[src/design/dcsm_pkg.sv]
// Purpose: Shared constants and types of the DMA collision status monitor.
// Assumes: APB slave with 32-bit data, one aligned word per register.
// Notes: Status registers are 16 bits wide in the low half of each word.
package dcsm_pkg;

  localparam int unsigned DCSM_CHANNELS = 15;
  localparam int unsigned DCSM_REG_W = 16;
  localparam int unsigned DCSM_ADDR_W = 8;

  localparam logic [7:0] DCSM_OFS_LAST_ADDR = 8'h00;
  localparam logic [7:0] DCSM_OFS_WCOL = 8'h04;
  localparam logic [7:0] DCSM_OFS_RCOL = 8'h08;
  localparam logic [7:0] DCSM_OFS_FORCE = 8'h0c;
  localparam logic [7:0] DCSM_OFS_CLEAR = 8'h10;
  localparam logic [7:0] DCSM_OFS_IRQ_STAT = 8'h14;
  localparam logic [7:0] DCSM_OFS_IRQ_MASK = 8'h18;

  localparam logic [15:0] DCSM_RST_REG = 16'h0000;
  localparam logic [31:0] DCSM_RST_WORD = 32'h0000_0000;

  localparam int unsigned DCSM_IRQ_W = 3;
  localparam int unsigned DCSM_IRQ_WCOL = 0;
  localparam int unsigned DCSM_IRQ_RCOL = 1;
  localparam int unsigned DCSM_IRQ_ACCESS = 2;

  typedef struct packed {
    logic psel;
    logic penable;
    logic pwrite;
    logic [DCSM_ADDR_W-1:0] paddr;
    logic [31:0] pwdata;
  } dcsm_apb_req_t;

  typedef struct packed {
    logic pready;
    logic pslverr;
    logic [31:0] prdata;
  } dcsm_apb_rsp_t;

  typedef struct packed {
    logic valid;
    logic [DCSM_REG_W-1:0] addr;
  } dcsm_mem_access_t;

endpackage

[src/design/dcsm_sticky_flags.sv]
// Purpose: Per-channel sticky collision flags with a request-collision detector.
// Assumes: Event strobes are synchronous one-cycle or level indications.
// Notes: A set in the same cycle as a clear wins, so no event is lost.
`timescale 1ns/1ps
`default_nettype none
module dcsm_sticky_flags
  import dcsm_pkg::*;
#(
  parameter int unsigned CHANNELS = DCSM_CHANNELS
) (
  input wire logic clk_in,
  input wire logic rstn_in,
  input wire logic [CHANNELS-1:0] wcol_det_in,
  input wire logic [CHANNELS-1:0] force_req_in,
  input wire logic [CHANNELS-1:0] periph_req_in,
  input wire logic [CHANNELS-1:0] clear_in,
  output logic [CHANNELS-1:0] wcol_flag_out,
  output logic [CHANNELS-1:0] rcol_flag_out,
  output logic [CHANNELS-1:0] wcol_new_out,
  output logic [CHANNELS-1:0] rcol_new_out
);

  typedef struct packed {
    logic [CHANNELS-1:0] wcol;
    logic [CHANNELS-1:0] rcol;
  } dcsm_flag_state_t;

  dcsm_flag_state_t state_r;
  dcsm_flag_state_t state_nxt;
  logic [CHANNELS-1:0] rcol_det;

  ////////////////////////////////////////////////////////////////////////////
  genvar ch;
  generate
    for (ch = 0; ch < CHANNELS; ch++) begin : g_chan
      assign rcol_det[ch] = force_req_in[ch] & periph_req_in[ch];
    end
  endgenerate

  always_comb begin
    state_nxt = state_r;
    state_nxt.wcol = (state_r.wcol & ~clear_in) | wcol_det_in;
    state_nxt.rcol = (state_r.rcol & ~clear_in) | rcol_det;
  end

  always_ff @(posedge clk_in or negedge rstn_in) begin
    if (!rstn_in) begin
      state_r <= '0;
    end else begin
      state_r <= state_nxt;
    end
  end

  assign wcol_flag_out = state_r.wcol;
  assign rcol_flag_out = state_r.rcol;
  assign wcol_new_out = wcol_det_in;
  assign rcol_new_out = rcol_det;

endmodule // dcsm_sticky_flags
`default_nettype wire

[src/design/dcsm_top.sv]
// Purpose: DMA collision status monitor with APB register access.
// Assumes: Single clock domain; DMA side inputs are synchronous to clk_in.
// Notes: Status registers are read-only; writes to them are accepted and ignored.
`timescale 1ns/1ps
`default_nettype none
module dcsm_top
  import dcsm_pkg::*;
#(
  parameter int unsigned CHANNELS = DCSM_CHANNELS
) (
  input wire logic clk_in,
  input wire logic rstn_in,
  input wire logic psel_in,
  input wire logic penable_in,
  input wire logic pwrite_in,
  input wire logic [DCSM_ADDR_W-1:0] paddr_in,
  input wire logic [31:0] pwdata_in,
  output logic [31:0] prdata_out,
  output logic pready_out,
  output logic pslverr_out,
  input wire logic mem_access_valid_in,
  input wire logic [DCSM_REG_W-1:0] mem_access_addr_in,
  input wire logic [CHANNELS-1:0] wcol_det_in,
  input wire logic [CHANNELS-1:0] periph_req_in,
  input wire logic [CHANNELS-1:0] force_done_in,
  input wire logic [CHANNELS-1:0] chan_enable_in,
  input wire logic [CHANNELS-1:0] chan_clear_in,
  output logic [CHANNELS-1:0] force_req_out,
  output logic irq_out
);

  ////////////////////////////////////////////////////////////////////////////
  // State.

  typedef struct packed {
    logic [DCSM_REG_W-1:0] last_addr;
    logic [CHANNELS-1:0] force_req;
    logic [DCSM_IRQ_W-1:0] irq_stat;
    logic [DCSM_IRQ_W-1:0] irq_mask;
    logic [31:0] prdata;
    logic pready;
    logic pslverr;
    logic irq;
  } dcsm_state_t;

  dcsm_state_t state_r;
  dcsm_state_t state_nxt;
  dcsm_apb_req_t apb_req;
  dcsm_mem_access_t mem_acc;

  logic [CHANNELS-1:0] wcol_flag;
  logic [CHANNELS-1:0] rcol_flag;
  logic [CHANNELS-1:0] wcol_new;
  logic [CHANNELS-1:0] rcol_new;
  logic [CHANNELS-1:0] flag_clear;

  assign apb_req = '{psel: psel_in, penable: penable_in, pwrite: pwrite_in,
                     paddr: paddr_in, pwdata: pwdata_in};
  assign mem_acc = '{valid: mem_access_valid_in, addr: mem_access_addr_in};

  // A disabled channel drops its flags as well, which is the channel-level clear.
  assign flag_clear = chan_clear_in | ~chan_enable_in;

  ////////////////////////////////////////////////////////////////////////////
  // Collision flags.

  dcsm_sticky_flags #(
    .CHANNELS(CHANNELS)
  ) u_flags (
    .clk_in(clk_in),
    .rstn_in(rstn_in),
    .wcol_det_in(wcol_det_in),
    .force_req_in(state_r.force_req),
    .periph_req_in(periph_req_in),
    .clear_in(flag_clear),
    .wcol_flag_out(wcol_flag),
    .rcol_flag_out(rcol_flag),
    .wcol_new_out(wcol_new),
    .rcol_new_out(rcol_new)
  );

  ////////////////////////////////////////////////////////////////////////////
  // Helpers.

  // Places a channel vector in a 32-bit word; absent channel bits and bit 15 read zero.
  function automatic logic [31:0] chan_word(input logic [CHANNELS-1:0] v);
    logic [31:0] w;
    w = DCSM_RST_WORD;
    for (int i = 0; i < CHANNELS && i < 15; i++) begin
      w[i] = v[i];
    end
    return w;
  endfunction

  ////////////////////////////////////////////////////////////////////////////
  // Next state.

  logic access_phase;
  logic wr_acc;
  logic rd_acc;
  logic [31:0] rd_word;
  logic rd_hit;
  logic [DCSM_IRQ_W-1:0] irq_events;
  logic [DCSM_IRQ_W-1:0] stat_after_read;

  // One wait state: pready is registered and rises one cycle into the access phase.
  assign access_phase = apb_req.psel & apb_req.penable & ~state_r.pready;
  assign wr_acc = access_phase & apb_req.pwrite;
  assign rd_acc = access_phase & ~apb_req.pwrite;

  always_comb begin
    rd_word = DCSM_RST_WORD;
    rd_hit = 1'b1;
    unique case (apb_req.paddr)
      DCSM_OFS_LAST_ADDR: begin
        rd_word = {16'h0000, state_r.last_addr};
      end
      DCSM_OFS_WCOL: begin
        rd_word = chan_word(wcol_flag);
      end
      DCSM_OFS_RCOL: begin
        rd_word = chan_word(rcol_flag);
      end
      DCSM_OFS_FORCE: begin
        rd_word = chan_word(state_r.force_req);
      end
      DCSM_OFS_CLEAR: begin
        rd_word = DCSM_RST_WORD;
      end
      DCSM_OFS_IRQ_STAT: begin
        rd_word = {29'h0000_0000, state_r.irq_stat};
      end
      DCSM_OFS_IRQ_MASK: begin
        rd_word = {29'h0000_0000, state_r.irq_mask};
      end
      default: begin
        rd_hit = 1'b0;
      end
    endcase
  end

  always_comb begin
    irq_events = '0;
    irq_events[DCSM_IRQ_WCOL] = |wcol_new;
    irq_events[DCSM_IRQ_RCOL] = |rcol_new;
    irq_events[DCSM_IRQ_ACCESS] = mem_acc.valid;
  end

  // Read-to-clear, but an event in the same cycle as the read survives.
  assign stat_after_read = (rd_acc && apb_req.paddr == DCSM_OFS_IRQ_STAT) ?
                           '0 : state_r.irq_stat;

  always_comb begin
    state_nxt = state_r;

    if (mem_acc.valid) begin
      state_nxt.last_addr = mem_acc.addr;
    end

    // Completion or disable clears; a write of 1 sets an enabled channel only, a write of 0 does nothing.
    state_nxt.force_req = state_r.force_req & ~force_done_in & chan_enable_in;
    if (wr_acc && apb_req.paddr == DCSM_OFS_FORCE) begin
      state_nxt.force_req = state_nxt.force_req |
                            (apb_req.pwdata[CHANNELS-1:0] & chan_enable_in);
    end

    if (wr_acc && apb_req.paddr == DCSM_OFS_IRQ_MASK) begin
      state_nxt.irq_mask = apb_req.pwdata[DCSM_IRQ_W-1:0];
    end

    state_nxt.irq_stat = stat_after_read | irq_events;
    state_nxt.irq = |(state_nxt.irq_stat & state_nxt.irq_mask);

    state_nxt.pready = access_phase;
    state_nxt.pslverr = access_phase & ~rd_hit;
    state_nxt.prdata = rd_acc ? rd_word : DCSM_RST_WORD;
  end

  always_ff @(posedge clk_in or negedge rstn_in) begin
    if (!rstn_in) begin
      state_r <= '0;
    end else begin
      state_r <= state_nxt;
    end
  end

  ////////////////////////////////////////////////////////////////////////////
  // Outputs.

  assign prdata_out = state_r.prdata;
  assign pready_out = state_r.pready;
  assign pslverr_out = state_r.pslverr;
  assign force_req_out = state_r.force_req;
  assign irq_out = state_r.irq;

endmodule // dcsm_top
`default_nettype wire

[config.mk]
export PLATFORM = sky130hd
export DESIGN_NAME = dcsm_top
export DESIGN_NICKNAME = d
export VERILOG_FILES = /design/src/design/dcsm_pkg.sv /design/src/design/dcsm_sticky_flags.sv /design/src/design/dcsm_top.sv
export SDC_FILE = /design/constraint.sdc
export NUM_CORES = 1
export LEC_CHECK = 0
export ABC_AREA = 1
export BUFFER_PORTS_ARGS = -buffer_cell sky130_fd_sc_hd__clkbuf_2
export CORE_MARGIN = 5
export CORE_UTILIZATION = 43
export CTS_CLUSTER_SIZE = 20
export DETAILED_ROUTE_END_ITERATION = 6
export PLACE_DENSITY = 0.73
export SLEW_MARGIN = 20
export SYNTH_ARGS = -nofsm -noshare
export SYNTH_HDL_FRONTEND = slang
export SYNTH_SLANG_ARGS = --single-unit
[constraint.sdc]
create_clock -name clk_in -period 2.6 [get_ports clk_in]
set_input_delay 0.13 -clock clk_in [delete_from_list [all_inputs] [get_ports clk_in]]
set_output_delay 0.13 -clock clk_in [all_outputs]
set_load 0.1 [all_outputs]
After elaboration in Yosys (flattened, before gate mapping)
Cells that the tools add are included.
{"block": "totals", "out_inout_bits": 50, "regBits": 102}
{"block": "classes", "eq_ne": 6, "bitwise": 37, "n_mux": 6, "reduce_logical": 8}
{"cell": "$pmux 16 s6", "n": 1}
{"cell": "$and 15x15->15", "n": 5}
{"cell": "$or 15x15->15", "n": 4}
{"cell": "$not 15->15", "n": 3}
{"cell": "$mux 32", "n": 1}
{"cell": "$reduce_or 15->1", "n": 2}
{"cell": "$eq 8x5->1 const B", "n": 3}
{"cell": "$and 1x1->1", "n": 20}
{"cell": "$eq 8x4->1 const B", "n": 2}
{"cell": "$mux 15", "n": 1}
{"cell": "$eq 8x3->1 const B", "n": 1}
{"cell": "$logic_not 8->1", "n": 1}
{"cell": "$reduce_or 7->1", "n": 1}
{"cell": "$mux 3", "n": 2}
{"cell": "$and 3x3->3", "n": 1}
{"cell": "$logic_and 1x1->1", "n": 3}
{"cell": "$not 1->1", "n": 3}
{"cell": "$or 3x3->3", "n": 1}
{"cell": "$reduce_or 3->1", "n": 1}
{"cell": "$mux 1", "n": 1}

Depth between registers and ports, before layout
{"block": "depth", "depth_word": 8, "depth_mapped": 10, "ltp_nobuf": 9}

Hierarchy
From an unflattened synthesis, not the netlist that was laid out.
{"block": "unflattened", "cells_unflattened": 622, "hier_area_um2": 4783.3}
{"mod": "dcsm_top", "area_per_inst_um2": 3469.6, "n_inst": 1, "cells_each": 457, "seq_area_each_um2": 1401.3}
{"mod": "dcsm_sticky_flags", "area_per_inst_um2": 1313.8, "n_inst": 1, "cells_each": 165, "seq_area_each_um2": 750.7}

Worst setup path before layout
Ideal clock, no wire load.
{"block": "synth_path", "kind": "register -> register", "startpoint": "register state_r, in the netlist pready_out", "endpoint": "register state_r, in the netlist irq_out", "arrival_ns": 1.579, "period_less_slack_ns": 1.703, "path_stages_with_launch": 7, "t_required_ns": 2.476, "setup_slack_ns": 0.897, "setup_time_ns": 0.124, "cell_sequence": "dfrtp_1 nor3_1 nand3_1 nand2_1 nand2_1 nand2_1 nand3_1"}
{"item": "from (decl)", "line": "dcsm_top.sv:46", "rtl": "dcsm_state_t state_r;"}
{"item": "from (signal assigned)", "line": "dcsm_top.sv:183", "rtl": "state_r <= state_nxt;"}

==> results.md <==
* Register area at around 0.0022 sq mm
* CP max FO at 15
* Vias in the first global route at just over 4k
* Filler cell count at 945
* #FFs+latches synth at 86
* R2R Path Start: pready_out
* Synthesized instance count at roughly 540
* Synth cell count leaders: nand2_1, dfrtp_1, inv_1
* Die height at between 100 and 150 um
* Die area at 0.01238 sq mm
* Count leader, synth: nand2_1
* Iteration count of the initial detailed-routing pass at 4
* Drt first-iter violations at 171
* Hold Path Origin: chan_enable_in[9]
* WL/cell at 14.20 um
* N_diodes at 0
* Setup crit end kind: flop
* Area of the multi-input gates at 0.001678 sq mm
* Unrepaired setup endpoints after global routing: false
* Clk_lat worst skew at ~350 ps
* Worst hold path class: primary input to flop
* Endpoint, Worst Hold: force_req_out[9]
* Die Span X at 111.3 um
* Largest net degree at the start of global routing at a little under 90
* WHS Path Cells at 3
* First-pass GRT wire length at 20.04 mm
* ANT nets after route at 0
* Ports at 187
* Avg Synthesized Cell Area at slightly above 8 sq um
* CTS tree: built
* CTS buffer count at 9
* Req. time, crit path at 2850 ps
* H-tree depth at 3
* Initial Util at about 43%
* CP startpoint: pready_out
* Worst-Margin Slew at roughly 700 ps
* Gr usage total at roughly 20%
* Nets at ~850
* Yosys warns at 0
* Minimum clock period at between 1500 and 2000 ps
* Row count at 37
* CP arrival at around 2100 ps
* Pleak at between 3 and 4 nW
* Final Hold Viols at 0
* Post-synth EDFFs at 0
* Initial antenna violation count at 0
* CTS clk-pin slew, worst paths at about 90 ps
* Post-Syn Area at 0.004409 sq mm
* Ys async rst share at between 90% and 100%
* GRT overflow at 0
* Area contributors post-synth: dfrtp_1, nand2_1, buf_4, o21ai_0, inv_1
* Final Setup Violations at 0
* DR DRC count at 0
* Drt total wl at 12.11 mm
* FF-to-FF setup slack at between 700 and 800 ps
* Share of layout cells above drive strength 1 at approximately 28%
* Post-synthesis cell type count at 26
* Main synth FF type: dfrtp_1
* Tcrit/Tclk final at 70.87%
* Setup Skew at 14.39 ps
* Fin util at between 50 and 60%
* Top cell type by total area after synthesis: dfrtp_1
* Clock Root Buffer: clkbuf_8
* Core area at 0.01018 sq mm
* Max Clk Rate at 542.7 MHz
* Slew HR at 52.34%
* Max Slew Vio Count at 0
* Routability Congestion at 0.8460
* Via density at ~4.7
* VDD IR max at around 0.00025 V
* CP startpoint kind: flop
* Top-area cell type share of the netlist area at between 40 and 50%
* Critical path type: flop to flop
* # clock sinks at 86
* Post-DP HPWL at 8.690 mm
* Via count at 3,967
* Area delta synth->final at 29.00%
* # port buffers at between 150 and 200
* Worst reg2reg path endpoint: force_req_out[11]
* Max-cap violations at 0
* Bufs on Longest Clock Path at 2
* Setup TNS at 0 ps
* Sequential area share after synthesis at 48.81%
* Pwr/cell area at slightly below 500 mW/mm^2
* Worst Reg-to-Reg Cells at 5
* Status: completed
==> worst max path at each step <==
stage	end	slack, ps	depth (start not counted)
final	force_req_out[11]	760	5
after detailed placement	force_req_out[14]	660	6
after floorplan	irq_out	900	6
after CTS	force_req_out[14]	740	5
after global routing	force_req_out[6]	530	5
after global placement	force_req_out[4]	760	6
==> critical path, stage by stage, from the launching register on <==
cell	delay [ps]
dfrtp_1	400
inv_1	60
nand3_1	70
nor2_1	280
nand2_1	510
o21ai_0	420
==> cells in the final DEF (no fill, tap or decap), drive strengths merged <==
master / n
o21ai: 54
clkinv: 4
a31o: 3
dfrtp: 86
nand3: 24
clkbuf: 163
bufinv: 1
nand2: 173
a21oi: 3
nand4: 1
buf: 2
nor2: 54
nand3b: 15
nor3: 2
conb: 16
dlygate4sd3: 46
o21bai: 12
inv: 58
==> per-stage QoR <==
step | total power, mW | area (sq um) | hold WS [ps] | setup slack, ps | std cells
after detailed placement | 1.790 | 5011 | 207.4 | 655.5 | 791
after global routing | 2.947 | 5688 | 19.53 | 533.7 | 853
after global placement | 1.781 | 5011 | 200.9 | 764.0 | 791
after floorplan | 1.646 | 4466 | -165.6 | 896.7 | 557
final | 2.816 | 5688 | 22.41 | 757.5 | 853
after CTS | 2.849 | 5688 | 2.068 | 741.7 | 853
==> cell families after synthesis <==
| kind of cell | Yosys count | synth area share, % |
|---|---|---|
| compound gates | 72 | 9.109 |
| buf+inv | 114 | 14.42 |
| simple gates | 269 | 27.58 |
| other cells | 1 | 0.08505 |
| flops | 86 | 48.81 |
==> state kept, by name, indices dropped and copies added, names as in the netlist <==
signal / count
force_req_out: 15
state_r: 22
pslverr_out: 1
prdata_out: 16
u_flags.wcol_flag_out: 15
u_flags.rcol_flag_out: 15
irq_out: 1
pready_out: 1
==> layer usage <==
layer  share of wire [%]  track usage, %
met1                  41           24.60
met2                  52           35.79
met3                 5.3           3.439
met4                 1.2           6.813
met5                   0               0
==> power breakdown <==
part / leakage (nW) / switching (mW) / internal [mW]
Sequential: 1.12 / 0.0188 / 1.38
Clock: 0.110 / 0.492 / 0.505
Combinational: 1.83 / 0.268 / 0.154
Total: 3.06 / 0.779 / 2.04
==> final cells by class <==
type	count	share of cell area [%]
Sequential cell	86	37.84
Multi-Input combinational cell	357	29.50
Timing Repair Buffer	200	21.95
Inverter	58	3.916
Tap cell	136	2.992
Clock buffer	11	2.662
Clock inverter	5	1.144
==> what timing repair did <==
action                                  in CTS  in global routing
hold buffers                                46                  0
hold endpoints to repair                   131                  0
endpoints found under the setup margin       0                  0
setup buffers                                0                  0
gates resized for setup                      0                  0
Power figures use the tool's default switching activity.
